File: src/keypad_pkg.sv
// keypad_pkg: constants and types shared by the keypad interrupt block
// assumes an 8-bit special function register port with byte addresses
package keypad_pkg;
  localparam logic [7:0] KEYPAD_CONTROL_ADDR = 8'hA3;
  localparam logic [7:0] KEYPAD_STATUS_ADDR = 8'hA4;
  localparam logic [7:0] KEYPAD_CONTROL_RESET = 8'h0F;
  localparam logic [7:0] KEYPAD_STATUS_RESET = 8'h00;
  localparam int LEVEL_SEL_LSB = 4;
  localparam int MASK_LSB = 0;
  localparam int FLAG_LSB = 0;
  localparam int WAKE_EN_BIT = 7;
  localparam int NUM_KEYS = 4;

  // register port request
  typedef struct packed {
    logic [7:0] addr;
    logic wr;
    logic rd;
    logic [7:0] wdata;
  } sfr_req_t;
endpackage
File: src/key_level_sync.sv
// key_level_sync: two-stage synchroniser for the keypad input pins
// assumes pins are asynchronous to clk_sys
`timescale 1ns/10ps
module key_level_sync (
  input wire logic clk_sys,
  input wire logic srst,
  input wire logic clkEn,
  input wire logic [3:0] pinIn,
  output logic [3:0] pinSync
);
  logic [3:0] meta_q;

  always_ff @(posedge clk_sys)
  begin
    if (srst)
    begin
      meta_q <= 4'hF;
      pinSync <= 4'hF;
    end
    else if (clkEn)
    begin
      meta_q <= pinIn;
      pinSync <= meta_q;
    end
  end
endmodule

File: src/keypad_level_interrupt.sv
// keypad_level_interrupt: four-input level interrupt with control/status regs
// assumes the core drives sfr requests on clk_sys and reads rdata next cycle
`timescale 1ns/10ps
module keypad_level_interrupt (
  input wire logic clk_sys,
  input wire logic srst,
  input wire logic clkEn,
  input wire logic [3:0] keypadInputs,
  input wire logic keypadGlobalIrqEnable,
  input wire logic powerDown,
  input wire keypad_pkg::sfr_req_t sfrReq,
  output logic [7:0] sfrRdata,
  output logic keypadIrq,
  output logic wakeRequest,
  output logic powerDownWake
);
  logic [7:0] keypadControl_q;
  logic keyPowerdownWakeEnable_q;
  logic [3:0] keyInterruptFlag_q;
  logic [3:0] keyInterruptFlag_d;
  logic [3:0] syncIn;
  logic [3:0] levelSelect;
  logic [3:0] keyInterruptMask;
  logic [3:0] hitSync;
  logic [3:0] hitAsync;
  logic ctrlSel;
  logic statSel;
  logic statRead;
  logic ctrlWrite;
  logic statWrite;
  logic [7:0] statusView;
  logic [7:0] rdataD;
  logic irqD;

  function automatic logic [3:0] levelHit(input logic [3:0] pins, input logic [3:0] sel);
    levelHit = ~(pins ^ sel);
  endfunction

  key_level_sync u_sync (
    .clk_sys(clk_sys),
    .srst(srst),
    .clkEn(clkEn),
    .pinIn(keypadInputs),
    .pinSync(syncIn)
  );

  assign levelSelect = keypadControl_q[keypad_pkg::LEVEL_SEL_LSB +: keypad_pkg::NUM_KEYS];
  assign keyInterruptMask = keypadControl_q[keypad_pkg::MASK_LSB +: keypad_pkg::NUM_KEYS];
  assign hitSync = levelHit(syncIn, levelSelect);
  assign ctrlSel = sfrReq.addr == keypad_pkg::KEYPAD_CONTROL_ADDR;
  assign statSel = sfrReq.addr == keypad_pkg::KEYPAD_STATUS_ADDR;
  assign statRead = statSel && sfrReq.rd;
  assign ctrlWrite = ctrlSel && sfrReq.wr;
  assign statWrite = statSel && sfrReq.wr;
  // set wins over the read clear, so a held level re-flags at once
  assign keyInterruptFlag_d = (statRead ? 4'h0 : keyInterruptFlag_q) | hitSync;
  assign statusView = {keyPowerdownWakeEnable_q, 3'h0, keyInterruptFlag_q};
  assign rdataD = ctrlSel ? keypadControl_q : (statSel ? statusView : 8'h00);
  assign irqD = keypadGlobalIrqEnable && |(keyInterruptFlag_d & ~keyInterruptMask);

  // unclocked path for power-down: clocks stop, only the pins and regs hold
  assign hitAsync = levelHit(keypadInputs, levelSelect) & ~keyInterruptMask;
  assign powerDownWake = powerDown && keyPowerdownWakeEnable_q && keypadGlobalIrqEnable
    && |hitAsync;

  always_ff @(posedge clk_sys)
  begin
    if (srst)
      keypadControl_q <= keypad_pkg::KEYPAD_CONTROL_RESET;
    else if (clkEn && ctrlWrite)
      keypadControl_q <= sfrReq.wdata;
  end

  // only bit 7 of a status write is kept; flags are hardware owned
  always_ff @(posedge clk_sys)
  begin
    if (srst)
      keyPowerdownWakeEnable_q <= keypad_pkg::KEYPAD_STATUS_RESET[keypad_pkg::WAKE_EN_BIT];
    else if (clkEn && statWrite)
      keyPowerdownWakeEnable_q <= sfrReq.wdata[keypad_pkg::WAKE_EN_BIT];
  end

  always_ff @(posedge clk_sys)
  begin
    if (srst)
      keyInterruptFlag_q <= keypad_pkg::KEYPAD_STATUS_RESET[3:0];
    else if (clkEn)
      keyInterruptFlag_q <= keyInterruptFlag_d;
  end

  always_ff @(posedge clk_sys)
  begin
    if (srst)
      sfrRdata <= 8'h00;
    else if (clkEn)
      sfrRdata <= sfrReq.rd ? rdataD : 8'h00;
  end

  always_ff @(posedge clk_sys)
  begin
    if (srst)
    begin
      keypadIrq <= 1'h0;
      wakeRequest <= 1'h0;
    end
    else if (clkEn)
    begin
      keypadIrq <= irqD;
      wakeRequest <= irqD; // idle exit
    end
  end

  property p_flag_set;
    @(posedge clk_sys) disable iff (srst)
      clkEn && |hitSync |=> (keyInterruptFlag_q & $past(hitSync)) == $past(hitSync);
  endproperty
  a_flag_set: assert property (p_flag_set) else $error("flag not set by level");

  property p_read_clear;
    @(posedge clk_sys) disable iff (srst)
      clkEn && statRead && hitSync == 4'h0 |=> keyInterruptFlag_q == 4'h0;
  endproperty
  a_read_clear: assert property (p_read_clear) else $error("status read left flags");

  property p_mask;
    @(posedge clk_sys) disable iff (srst)
      clkEn && (keyInterruptFlag_d & ~keyInterruptMask) == 4'h0 |=> !keypadIrq;
  endproperty
  a_mask: assert property (p_mask) else $error("irq from masked flag");

  property p_irq_on;
    @(posedge clk_sys) disable iff (srst)
      clkEn && keypadGlobalIrqEnable && |(hitSync & ~keyInterruptMask) |=> keypadIrq;
  endproperty
  a_irq_on: assert property (p_irq_on) else $error("irq missing");

  property p_global;
    @(posedge clk_sys) disable iff (srst)
      clkEn && !keypadGlobalIrqEnable |=> !keypadIrq;
  endproperty
  a_global: assert property (p_global) else $error("irq while disabled");

  property p_reserved;
    @(posedge clk_sys) disable iff (srst)
      clkEn && statRead |=> sfrRdata[6:4] == 3'h0;
  endproperty
  a_reserved: assert property (p_reserved) else $error("reserved bits nonzero");

  property p_wake;
    @(posedge clk_sys) disable iff (srst)
      !keyPowerdownWakeEnable_q |-> !powerDownWake;
  endproperty
  a_wake: assert property (p_wake) else $error("wake while disabled");

  property p_reset;
    @(posedge clk_sys) srst |=> keypadControl_q == keypad_pkg::KEYPAD_CONTROL_RESET
      && statusView == keypad_pkg::KEYPAD_STATUS_RESET;
  endproperty
  a_reset: assert property (p_reset) else $error("bad reset values");

  property p_reflag;
    @(posedge clk_sys) disable iff (srst)
      clkEn && statRead && |hitSync |=> keyInterruptFlag_q == $past(hitSync);
  endproperty
  a_reflag: assert property (p_reflag) else $error("held level not re-flagged");

  property p_rdata_idle;
    @(posedge clk_sys) disable iff (srst)
      clkEn && !sfrReq.rd |=> sfrRdata == 8'h00;
  endproperty
  a_rdata_idle: assert property (p_rdata_idle) else $error("read data not idle");

  property p_ctrl_read;
    @(posedge clk_sys) disable iff (srst)
      clkEn && ctrlSel && sfrReq.rd |=> sfrRdata == $past(keypadControl_q);
  endproperty
  a_ctrl_read: assert property (p_ctrl_read) else $error("control read wrong");

  property p_wake_write;
    @(posedge clk_sys) disable iff (srst)
      clkEn && statWrite |=>
        keyPowerdownWakeEnable_q == $past(sfrReq.wdata[keypad_pkg::WAKE_EN_BIT]);
  endproperty
  a_wake_write: assert property (p_wake_write) else $error("wake enable not written");

  property p_flag_no_write;
    @(posedge clk_sys) disable iff (srst)
      clkEn && statWrite && !statRead && hitSync == 4'h0 |=>
        keyInterruptFlag_q == $past(keyInterruptFlag_q);
  endproperty
  a_flag_no_write: assert property (p_flag_no_write) else $error("status write moved flags");

  // clock enable low must hold the control, flag and irq registers still
  property p_freeze;
    @(posedge clk_sys) disable iff (srst)
      !clkEn |=> $stable(keypadControl_q) && $stable(keyInterruptFlag_q) && $stable(keypadIrq);
  endproperty
  a_freeze: assert property (p_freeze) else $error("state moved while frozen");

  property p_two_stage;
    @(posedge clk_sys) disable iff (srst)
      $past(clkEn) && $past(clkEn, 2) && !$past(srst) && !$past(srst, 2) |->
        syncIn == $past(keypadInputs, 2);
  endproperty
  a_two_stage: assert property (p_two_stage) else $error("pin sync depth wrong");

  property p_idle_exit;
    @(posedge clk_sys) disable iff (srst)
      wakeRequest == keypadIrq;
  endproperty
  a_idle_exit: assert property (p_idle_exit) else $error("idle exit differs from irq");

  c_irq: cover property (@(posedge clk_sys) disable iff (srst) $rose(keypadIrq));
  c_reflag: cover property (@(posedge clk_sys) disable iff (srst) statRead && |hitSync);
  c_pd_blocked: cover property (@(posedge clk_sys) disable iff (srst)
    powerDown && !keyPowerdownWakeEnable_q && |hitAsync);
  c_ack: cover property (@(posedge clk_sys) disable iff (srst) keypadIrq && statRead);
  c_wake: cover property (@(posedge clk_sys) disable iff (srst) powerDownWake);
endmodule

File: config.mk
export PLATFORM = sky130hd
export DESIGN_NAME = keypad_level_interrupt
export DESIGN_NICKNAME = d
export VERILOG_FILES = /design/src/keypad_pkg.sv /design/src/key_level_sync.sv /design/src/keypad_level_interrupt.sv
export SDC_FILE = /design/constraint.sdc
export NUM_CORES = 1
export LEC_CHECK = 0
export ABC_AREA = 1
export BUFFER_PORTS_ARGS = -buffer_cell sky130_fd_sc_hd__clkbuf_2
export CORE_MARGIN = 4
export CORE_UTILIZATION = 46
export DETAILED_ROUTE_END_ITERATION = 8
export MAX_ROUTING_LAYER = met4
export PLACE_DENSITY = 0.74
export SYNTH_ARGS = -nofsm -noshare
export SYNTH_HDL_FRONTEND = slang
export SYNTH_SLANG_ARGS = --single-unit
File: constraint.sdc
create_clock -name clk_sys -period 0.97 [get_ports clk_sys]
set_input_delay 0.097 -clock clk_sys [delete_from_list [all_inputs] [get_ports clk_sys]]
set_output_delay 0.097 -clock clk_sys [all_outputs]
set_load 0.03 [all_outputs]
==> summary.txt, run 1 <==
Run status
  • Status: finished, violations left
  • Failing checks: negative setup slack

Logic synthesis
  • Post-synth EDFFs: 0
  • Largest cells by area after synthesis: dfxtp_1 44%, nand2_1 15%, inv_1 6.0%
  • Most instantiated library cell after synthesis: nand2_1
  • Fraction of registers with async set/reset: 0%
  • Yosys warns: 0
  • Synth Register Bits: 30
  • Dominant cell type by area after synthesis: dfxtp_1
  • Count of cell types in the netlist: 24
  • Cells after synthesis: 194
  • Part of the Yosys area used for sequential elements: 43.8%
  • Synth top area share: 43.8%
  • Mean Syn Cell Area: 7.08 um2
  • Top cells by count, synth: 56 x nand2_1, 30 x dfxtp_1, 22 x inv_1
  • Syn Std Cell Area: 0.00137 mm2
  • Ys flop type: dfxtp_1
  • Syn Nets: 221

Drt
  • # DRC: 0
  • Drt total wl: 3270 um
  • Vias per Instance: 4.87
  • Routed Antenna Nets: 0
  • Detailed Route Iter0 Violations: 79
  • TritonRoute pass-1 iters: 4
  • Detailed-route via count: between 1000 and 1500
  • Mean routed wirelength per cell: between 10 and 15 um

Critical path
  • R2r endpoint: wakeRequest$_SDFFE_PP0P_
  • FF-to-FF path depth: 7
  • Startpoint types: flop
  • Critical path arrival: 1.30 ns
  • CP Capture Type: output port
  • CP peak stage delay: ~0.37 ns
  • CP required: approximately 0.87 ns
  • CP max stage cell: dfxtp_4
  • Reg2reg setup slack: -0.18 ns
  • R2r startpoint: keypadControl_q[6]$_SDFFE_PP0P_
  • Critical Path, Cell by Cell: inv_4, a21oi_2, o21ai_1, a41oi_2, clkbuf_8
  • Crit path kind: flop to output port
  • Max FO, Critical Path: 3

GRT
  • Number of global-route vias before repair: 1324
  • First-pass GRT wire length: 5710 um
  • GRT Residual Overflow: 0
  • GRT Total Usage: 18.6%
  • Largest net degree at the start of global routing: 22
  • Initial antenna violation count: 0

Floorplan
  • Initial Util: 48.9%
  • Die Width: 62.6 um
  • Height of the die: 62.6 um
  • Row count: 19
  • DIE AREA: 0.00392 mm2
  • Core ar.: 0.00281 mm2
  • I/O Pins: 38

CTS
  • CTS tree: yes
  • Clock latency on the worst-skew pair: 0.32 ns
  • Htree depth: 2
  • Clock root buffer: clkbuf_4
  • CTS Buf Count: 5
  • Clock Path Buffers: 2
  • Clk sink count: 30
  • Worst-path clk slew: 0.08 ns

Finish
  • Post-Layout Inst Area: 0.00195 mm2
  • Nets@finish: between 200 and 300
  • Fillers: 244
  • Multi-input logic area: 687 um2
  • Reg area: 609 um2
  • P&R area growth vs syn: 42.0%
  • # diodes: 0
  • Share of cells above drive strength 1: between 30% and 40%

Timing
  • Worst Skew: 0.00379 ns
  • Slew HR: 83.0%
  • Slew @ Worst Pin: 0.254 ns
  • Max frequency: 714 MHz
  • Min Tclk post-route: 1.40 ns
  • Final setup fails: 4
  • Final TNS setup: -0.660 ns
  • RSZ-0062 raised after global routing: true
  • Final Max Slew Viols: 0
  • Endpoints failing hold: 0
  • Worst setup margin: -0.430 ns
  • Final period utilization: 144%

Placement
  • Port bufs: 37
  • Post-DP HPWL: ~2400 um
  • RePlAce Congestion: ~0.82
  • Placement-stage cell area: approximately 0.0017 mm2

Power and ir drop
  • Peak VDD IR: 1170 uV
  • Power density cells: ~1100 mW/mm2
  • Lkg Pwr: ~0.95 nW

Hold path
  • HP Start: sfrReq[6]
  • Worst hold-check path type: primary input to flop
  • Hold Crit Depth: 3
  • Hold Crit Endpoint: keypadControl_q[6]$_SDFFE_PP0P_

Flow run
  • Max cap viols: 0
-- registers in the layout (all words and copies together), names as in the netlist --
| name | cells |
|---|---|
| u_sync.pinSync | 4 |
| wakeRequest | 1 |
| keypadControl_q | 8 |
| keyInterruptFlag_q | 4 |
| sfrRdata | 8 |
| u_sync.meta_q | 4 |
| keyPowerdownWakeEnable_q | 1 |
-- worst max-delay path by stage --
| stage | from | endpoint | slack [ns] | cells past startpoint |
|---|---|---|---|---|
| after floorplan | keypadControl_q[5]$_SDFFE_PP0P_ | powerDownWake | -0.08 | 4 |
| after global placement | keypadControl_q[7]$_SDFFE_PP0P_ | powerDownWake | -0.15 | 5 |
| after detailed placement | keypadControl_q[7]$_SDFFE_PP0P_ | powerDownWake | -0.16 | 5 |
| after CTS | keypadControl_q[5]$_SDFFE_PP0P_ | powerDownWake | -0.42 | 5 |
| after global routing | keypadControl_q[6]$_SDFFE_PP0P_ | powerDownWake | -0.50 | 5 |
| final | keypadControl_q[6]$_SDFFE_PP0P_ | powerDownWake | -0.43 | 5 |
-- critical path: cells and delay by family, from the launching register on --
| family | cells | cell delay [ns] |
|---|---|---|
| AOI/OAI and AO/OA | 3 | 0.38 |
| DFF | 1 | 0.37 |
| buffers and inverters | 2 | 0.22 |
-- layer usage --
layer	global-route usage [%]	vias up	routed length (um)
met5	-	-	0
met4	5.79	0	45
met3	5.94	5	152
met2	27.7	29	1510
met1	24.1	613	1560
li1	-	745	-
-- logic make-up after synthesis --
family	share of synthesized area [%]
xor gates and xnor gates	2.55
AOI/OAI and AO/OA	15.0
and+or+nand+nor	29.3
buffers and inverters	9.48
DFF	43.8
-- power by group --
group | switching, W | leakage (nW) | internal [W]
registers | 0.0000272 | 0.248 | 0.00126
clock network | 0.000399 | 0.0254 | 0.000273
logic | 0.000145 | 0.672 | 0.000132
total | 0.000571 | 0.945 | 0.00167
-- placed cells by master (no fill, tap or decap), types with 3 or more instances in the layout --
cell,instances
clkbuf_8,3
clkbuf_4,5
nand2_1,56
inv_2,4
a31oi_1,5
dfxtp_1,25
a211oi_1,4
buf_6,6
dfxtp_2,4
nand4_1,5
inv_1,20
clkbuf_2,26
o21ai_1,8
dlygate4sd3_1,4
a21oi_2,4
nor2_1,13
buf_4,20
nand3_1,9
a21oi_1,9
o21ai_0,4
-- cell type report --
cell class	count	area share [%]
sequential	30	31.3
tap	31	1.99
clock buffer	7	2.31
inverter	26	5.13
multi-input combinational	131	35.2
timing repair buffer	61	24.1
-- what timing repair did --
item,CTS,global route
setup endpoints to repair,10,14
resized for setup,17,31
hold endpoints to repair,4,0
pin swaps,3,6
hold buffers,4,0
buffers inserted,3,2
-- metrics by stage --
stage          util (%)  total power, W  hold slack, ns  setup WS (ns)  instances
3_5_place_dp       61.3         0.00157           0.326         -0.162        271
3_3_place_gp       61.3         0.00157           0.324         -0.152        271
6_report           69.5         0.00224          0.0221         -0.430        286
5_1_grt            69.5         0.00234         0.00634         -0.501        286
2_1_floorplan         -         0.00145           0.219        -0.0764        194
4_1_cts            66.7         0.00225         0.00732         -0.423        285
Note: power is estimated with default switching activity, not from simulation.
==> run 2: changes to the inputs <==
- REMOVE_ABC_BUFFERS: default -> 1
==> run 2 against run 1 <==
- the flow still finishes with violations (negative setup slack)
- sequential share of layout area fell by 1.6 points
- clock power rose by 23%
- largest power group unchanged
- routed wire length rose by 13%
==> summary.txt, run 2 (synthesized netlist as in run 1, its figures left out) <==
Run status
  • Status: finished, violations left
  • Failing checks: negative setup slack

Floorplan
  • Core ar.: 0.00281 mm2 (unchanged)
  • Initial Util: 48.9% (unchanged)
  • Row count: 19 (unchanged)
  • I/O Pins: 38 (unchanged)
  • DIE AREA: 0.00392 mm2 (unchanged)
  • Die Width: 62.6 um (unchanged)
  • Height of the die: 62.6 um (unchanged)

Finish
  • Share of cells above drive strength 1: 39.4% (+4.9 points)
  • P&R area growth vs syn: 51.4%
  • Commonest non-fill, non-tap cell in the layout: nand2_1
  • # diodes: 0 (unchanged)
  • Final core utilization: 74.1% (+4.6 points)
  • Most frequent cells in the layout: 56 x nand2_1, 28 x buf_4, 26 x clkbuf_2
  • Nets@finish: 295 (+4.6%)
  • Biggest regs: keypadControl_q x8, sfrRdata x8

Critical path
  • Max FO, Critical Path: 3 (unchanged)
  • Critical path arrival: 1.29 ns (about the same)
  • Startpoint types: flop
  • FF-to-FF path depth: 8 (+1)
  • Crit path kind: flop to output port
  • Critical Path, Cell by Cell: inv_2, a21oi_2, o21ai_2, a41oi_2, buf_6
  • CP required: 0.87 ns (about the same)
  • Reg2reg setup slack: -0.28 ns (-0.10 ns)
  • CP max stage cell: dfxtp_2
  • R2r endpoint: wakeRequest$_SDFFE_PP0P_
  • R2r startpoint: keypadControl_q[4]$_SDFFE_PP0P_
  • Buf/Inv on CP: 2 (unchanged)
  • CP Capture Type: output port
  • CP peak stage delay: 0.35 ns (-0.02 ns)
  • Cell family with most CP delay: compound AO/OA/AOI/OAI gates

Timing
  • Final setup fails: 3 (-1)
  • Final Max Slew Viols: 0 (unchanged)
  • Min Tclk post-route: 1.39 ns (-0.0140 ns)
  • Endpoints failing hold: 0 (unchanged)
  • Worst Skew: 0.0139 ns (+0.0101 ns)
  • Slew @ Worst Pin: 0.272 ns (+0.0176 ns)
  • Max frequency: 722 MHz (+1.0%)
  • Worst setup margin: -0.416 ns (+0.0140 ns)
  • RSZ-0062 raised after global routing: true
  • WHS: 0.0111 ns (-0.0109 ns)
  • Slew HR: 81.8% (-1.1 points)
  • Final period utilization: 143% (-1.4 points)

GRT
  • GRT Total Usage: 20.3% (+1.7 points)
  • Initial antenna violation count: 0 (unchanged)
  • Largest net degree at the start of global routing: 13 (-41%)
  • GRT Residual Overflow: 0 (unchanged)
  • First-pass GRT wire length: 6130 um (+7.4%)
  • Number of global-route vias before repair: 1395 (+5.4%)

CTS
  • Clock Path Buffers: 2 (unchanged)
  • Htree depth: 2 (unchanged)
  • Worst-path clk slew: 0.09 ns (about the same)
  • Clock root buffer: clkbuf_4
  • Clock latency on the worst-skew pair: 0.34 ns (+0.02 ns)
  • Clk sink count: 30 (unchanged)
  • CTS tree: yes
  • CTS Buf Count: 5 (unchanged)

Flow run
  • Max cap viols: 0 (unchanged)

Placement
  • Port bufs: 37 (unchanged)
  • Post-DP HPWL: 2620 um (+7.8%)
  • RePlAce Congestion: 0.784 (-4.0%)

Power and ir drop
  • Sequential power share: 53.6% (-4.1 points)
  • Comb pwr share: 12.3% (about the same)
  • Clk pwr share: 34.1% (+4.1 points)
  • Lkg Pwr: 1.02 nW (+7.5%)
  • Peak VDD IR: 906 uV (-22%)
  • Power Internal: 0.00176 W (+5.1%)
  • Switching part of the total: 27.1% (+1.6 points)
  • Overall Power: 0.00241 W (+7.5%)
  • Power density cells: 1160 mW/mm2 (+0.80%)
  • Net Sw Power: 0.000653 W (+14%)

Drt
  • Detailed Route Iter0 Violations: 69 (-13%)
  • # DRC: 0 (unchanged)
  • Drt total wl: 3690 um (+13%)
  • Vias per Instance: 4.95 (+1.6%)
  • Mean routed wirelength per cell: 12.3 um (+7.8%)
  • Detailed-route via count: 1484 (+6.6%)
  • TritonRoute pass-1 iters: 6 (+2)
  • Routed Antenna Nets: 0 (unchanged)

Hold path
  • Worst hold-check path type: primary input to flop
  • Hold Crit Depth: 3 (unchanged)
  • Hold Crit Endpoint: keypadControl_q[6]$_SDFFE_PP0P_
  • HP Start: sfrReq[6]
==> run 2: cell types whose count changed in the layout (fill, tap and decap cells not counted), moves of 3 or more <==
| cell | before | now |
|---|---|---|
| buf_8 | 0 | 7 |
| dlygate4sd3_1 | 4 | 7 |
| buf_4 | 20 | 28 |
| dfxtp_2 | 4 | 10 |
| dfxtp_1 | 25 | 19 |
==> run 2: layout make-up <==
type,instances,area (um2)
fillers,229,727
multi-input cells,131,676
flip-flops and latches,30,617
repair buffers,74,586
inverters,26,97.6
clock buffers,6,51.3
well taps,31,38.8
clock inverters,2,12.5
==> run 2: power by group through the flow <==
stage          combinational (W)  clock [W]  sequential, W
4_1_cts                 0.000278   0.000822        0.00129
5_1_grt                 0.000336   0.000894        0.00130
3_3_place_gp            0.000248          0        0.00132
2_1_floorplan           0.000114          0        0.00132
3_5_place_dp            0.000253          0        0.00132
6_report                0.000296   0.000822        0.00129
==> run 2: worst max path at each step <==
stage                                          startpoint       endpoint  cells past startpoint
after detailed placement  keypadControl_q[7]$_SDFFE_PP0P_  powerDownWake                      5
final                     keypadControl_q[7]$_SDFFE_PP0P_  powerDownWake                      5
after global placement    keypadControl_q[7]$_SDFFE_PP0P_  powerDownWake                      5
after global routing      keypadControl_q[6]$_SDFFE_PP0P_  powerDownWake                      5
after CTS                 keypadControl_q[4]$_SDFFE_PP0P_  powerDownWake                      5
after floorplan           keypadControl_q[4]$_SDFFE_PP0P_  powerDownWake                      4
==> run 2: worst min-delay path: cells and delay by family <==
kind,cells,cell delay (ns)
simple gates,1,0.09
buf+inv,1,0.08
compound gates,1,0.05
==> run 2: metrics by stage <==
stage	worst slack [ns]	instances	setup TNS, ns	instance area, um2
floorplan	-0.315	187	-0.319	1340
global placement	-0.158	277	-1.88	1730
detailed placement	-0.195	277	-2.56	1730
CTS	-0.470	293	-0.634	1970
global route	-0.482	300	-1.29	2080
finish	-0.416	300	-0.896	2080
==> run 2: layer usage <==
| layer | global-route usage [%] | routed length [um] |
|---|---|---|
| met5 | - | 0 |
| met4 | 9.09 | 58 |
| met3 | 5.58 | 208 |
| met2 | 32.9 | 1800 |
| met1 | 23.4 | 1630 |
==> run 2: timing repair <==
action | CTS | global route
resized for setup | 36 | 29
hold buffers | 7 | 0
pin swaps | 8 | 8
endpoints found under the setup margin | 14 | 16
hold endpoints to repair | 7 | 0
setup buffers | 2 | 8
==> run 3: changes to the inputs <==
- PLACE_DENSITY: 0.74 -> 0.71
- SYNTH_HIERARCHICAL: default -> 1
==> run 3 against run 2 <==
- the run ends with negative hold slack, negative setup slack left
- clock power shrank 2%
- routed wire length grew 4.6%
- sequential power is essentially flat
- first-iteration DRC count grew 13%
- worst hold slack lost 0.013 ns
- die area grew 1.8%
- final cell count shrank 2.7%
- maximum frequency shrank 3.3%
- clock-buffer cell count grew 1
- synthesized cell count is the same
- final area shrank 2.0%
- sequential share of layout area grew 0.72 points
- largest cell class unchanged
- largest power group unchanged
- highest routed layer unchanged
==> summary.txt, run 3 <==
Critical path
  • Critical path arrival: 1.34 ns (+0.05 ns)
  • CP Capture Type: output port
  • CP max stage cell: dfxtp_2
  • Startpoint types: flop
  • CP required: 0.87 ns (about the same)
  • Buf/Inv on CP: 1 (-1)
  • Cell family with most CP delay: flip-flops
  • Crit path kind: flop to output port
  • CP peak stage delay: 0.35 ns (about the same)
  • Max FO, Critical Path: 2 (-1)
  • Critical Path, Cell by Cell: xnor2_1, nand2_1, a41oi_2, clkbuf_8

Timing
  • Final setup fails: 4 (+1)
  • Max frequency: 698 MHz (-3.3%)
  • WHS: -0.00149 ns (-0.0126 ns)
  • Final period utilization: 148% (+4.9 points)
  • Final Max Slew Viols: 0 (unchanged)
  • RSZ-0062 raised after global routing: true
  • Worst Skew: 0.0126 ns (-0.00136 ns)
  • Endpoints failing hold: 1 (+1)
  • Slew @ Worst Pin: 0.455 ns (+0.183 ns)
  • Worst setup margin: -0.463 ns (-0.0471 ns)
  • Slew HR: 69.6% (-12 points)
  • Final TNS setup: -0.671 ns (+0.225 ns)
  • Min Tclk post-route: 1.43 ns (+0.0471 ns)

Drt
  • TritonRoute pass-1 iters: 5 (-1)
  • Met1 Wirelength: 1660 um (+1.7%)
  • Drt total wl: 3860 um (+4.6%)
  • DR top layer: met4
  • # DRC: 0 (unchanged)
  • Mean routed wirelength per cell: 13.2 um (+7.5%)
  • Vias per Instance: 4.99 (+0.80%)
  • DR WL met2: 1950 um (+8.7%)
  • Detailed-route via count: 1456 (-1.9%)
  • Detailed Route Iter0 Violations: 78 (+13%)
  • Routed Antenna Nets: 0 (unchanged)
  • DR WL met3: 187 um (-10%)

Placement
  • RePlAce Congestion: 0.827 (+5.6%)
  • Post-DP HPWL: 2670 um (+2.0%)
  • Port bufs: 37 (unchanged)

Logic synthesis
  • Top cells by count, synth: 57 x nand2_1, 30 x dfxtp_1, 21 x inv_1
  • Count of cell types in the netlist: 23 (-4.2%)
  • Synth top area share: 42.9% (-0.90 points)
  • Fraction of registers with async set/reset: 0% (unchanged)
  • Ys flop type: dfxtp_1
  • Most instantiated library cell after synthesis: nand2_1
  • Largest cells by area after synthesis: dfxtp_1 43%, nand2_1 15%, inv_1 5.6%
  • Dominant cell type by area after synthesis: dfxtp_1
  • Cells after synthesis: 194 (unchanged)
  • Syn Std Cell Area: 0.00140 mm2 (+2.1%)
  • Part of the Yosys area used for sequential elements: 42.9% (-0.90 points)
  • Post-synth EDFFs: 0 (unchanged)
  • Synth Register Bits: 30 (unchanged)
  • Yosys warns: 6 (+6)
  • Mean Syn Cell Area: 7.22 um2 (+2.1%)

CTS
  • CTS Buf Count: 5 (unchanged)
  • Clock latency on the worst-skew pair: 0.34 ns (about the same)
  • Clk sink count: 30 (unchanged)
  • CTS tree: yes
  • Worst-path clk slew: 0.10 ns (about the same)
  • Clock Path Buffers: 2 (unchanged)
  • Htree depth: 2 (unchanged)
  • Clock root buffer: clkbuf_4

GRT
  • Initial antenna violation count: 0 (unchanged)
  • First-pass GRT wire length: 6230 um (+1.6%)
  • Number of global-route vias before repair: 1355 (-2.9%)
  • GRT Residual Overflow: 0 (unchanged)
  • Largest net degree at the start of global routing: 14 (+1)
  • GRT Total Usage: 20.8% (+0.46 points)

Power and ir drop
  • Power density cells: 1180 mW/mm2 (+1.7%)
  • Peak VDD IR: 973 uV (+7.4%)
  • Lkg Pwr: 0.986 nW (-2.9%)

Floorplan
  • Core ar.: 0.00283 mm2 (+0.85%)
  • DIE AREA: 0.00399 mm2 (+1.8%)
  • Die Width: 63.2 um (+0.91%)
  • I/O Pins: 38 (unchanged)
  • Height of the die: 63.2 um (+0.91%)
  • Initial Util: 49.5% (+0.61 points)
  • Row count: 19 (unchanged)

Finish
  • Nets@finish: 287 (-2.7%)
  • P&R area growth vs syn: 45.4%
  • Commonest non-fill, non-tap cell in the layout: nand2_1
  • Share of cells above drive strength 1: 39.5% (+0.058 points)
  • # diodes: 0 (unchanged)
  • Most frequent cells in the layout: 56 x nand2_1, 26 x clkbuf_2, 24 x buf_4
  • Biggest regs: keypadControl_q x8, sfrRdata x8

Flow run
  • Max cap viols: 0 (unchanged)

Run status
  • Status: finished, violations left
  • Failing checks: negative hold slack, negative setup slack

Hold path
  • Worst hold-check path type: primary input to flop
==> run 3: changes by cell type in the layout (fill, tap and decap cells not counted), moves of 3 or more <==
cell and change:
a211oi_1 -4, o21ai_0 -4, nand3_1 +3, buf_8 -5
o21ai_1 +5, buf_4 -4
==> run 3: worst paths after layout <==
| path | startpoint | endpoint | slack (ns) | depth (start not counted) |
|---|---|---|---|---|
| worst max register to register | keypadControl_q[5]$_SDFFE_PP0P_ | keypadIrq$_SDFFE_PP0P_ | -0.18 | 7 |
| worst min register to register | u_sync/meta_q[3]$_SDFFE_PP1P_ | u_sync/meta_q[3]$_SDFFE_PP1P_ | 0.46 | 2 |
| worst max-delay path | keypadControl_q[6]$_SDFFE_PP0P_ | powerDownWake | -0.46 | 4 |
| worst min-delay path | keypadInputs[2] | u_sync/meta_q[2]$_SDFFE_PP1P_ | -0.001 | 3 |
==> run 3: what timing repair did <==
item | CTS | global route
gates resized for setup | 27 | 38
setup endpoints to repair | 15 | 18
gates cloned | 0 | 0
hold endpoints to repair | 6 | 0
pin swaps | 6 | 19
hold buffers | 6 | 0
buffers inserted | 4 | 2
==> run 3: worst register-to-register path, cell delays in order, from the launching register on <==
cell and delay, ns:
dfxtp_4 0.37, buf_6 0.11, xor2_1 0.15, nand2_1 0.10, nand2_1 0.07, nand2_1 0.06
o21ai_2 0.12, a21oi_1 0.07
==> run 3: layout make-up <==
type / count / area (um2)
clock buffers: 7 / 55.1
clock inverters: 1 / 5.00
fillers: 229 / 792
inverters: 24 / 90.1
multi-input cells: 133 / 736
flip-flops and latches: 30 / 619
well taps: 31 / 38.8
repair buffers: 66 / 493
==> run 3: logic make-up after synthesis <==
group,Yosys count,share of synthesized area (%)
flip-flops,30,42.9
AO/OA/AOI/OAI,34,12.9
buffers and inverters,31,9.82
XOR/XNOR,7,4.38
AND/OR/NAND/NOR,92,30.1
==> run 3: per-layer routing <==
layer  vias to the layer above  global-route usage [%]
met4                         0                    8.89
met5                         -                       -
met3                         8                    4.44
met2                        36                    33.5
met1                       658                    25.1
li1                        754                       -
==> run 3: where the power goes <==
group | leakage, nW | total, W | switching [W] | internal [W]
Sequential | 0.251 | 0.00129 | 0.0000296 | 0.00126
Combinational | 0.699 | 0.000302 | 0.000161 | 0.000141
Clock | 0.0353 | 0.000805 | 0.000455 | 0.000351
Total | 0.986 | 0.00240 | 0.000646 | 0.00175
==> run 3: through the flow <==
stage / util, % / instance area (um2) / setup slack (ns) / power [W] / instances
5_1_grt: 72.0 / 2040 / -0.535 / 0.00250 / 292
6_report: 72.0 / 2040 / -0.463 / 0.00240 / 292
3_3_place_gp: 60.5 / 1710 / -0.135 / 0.00158 / 273
2_1_floorplan: - / 1350 / -0.292 / 0.00144 / 187
3_5_place_dp: 60.5 / 1710 / -0.137 / 0.00158 / 273
4_1_cts: 68.6 / 1940 / -0.391 / 0.00237 / 291
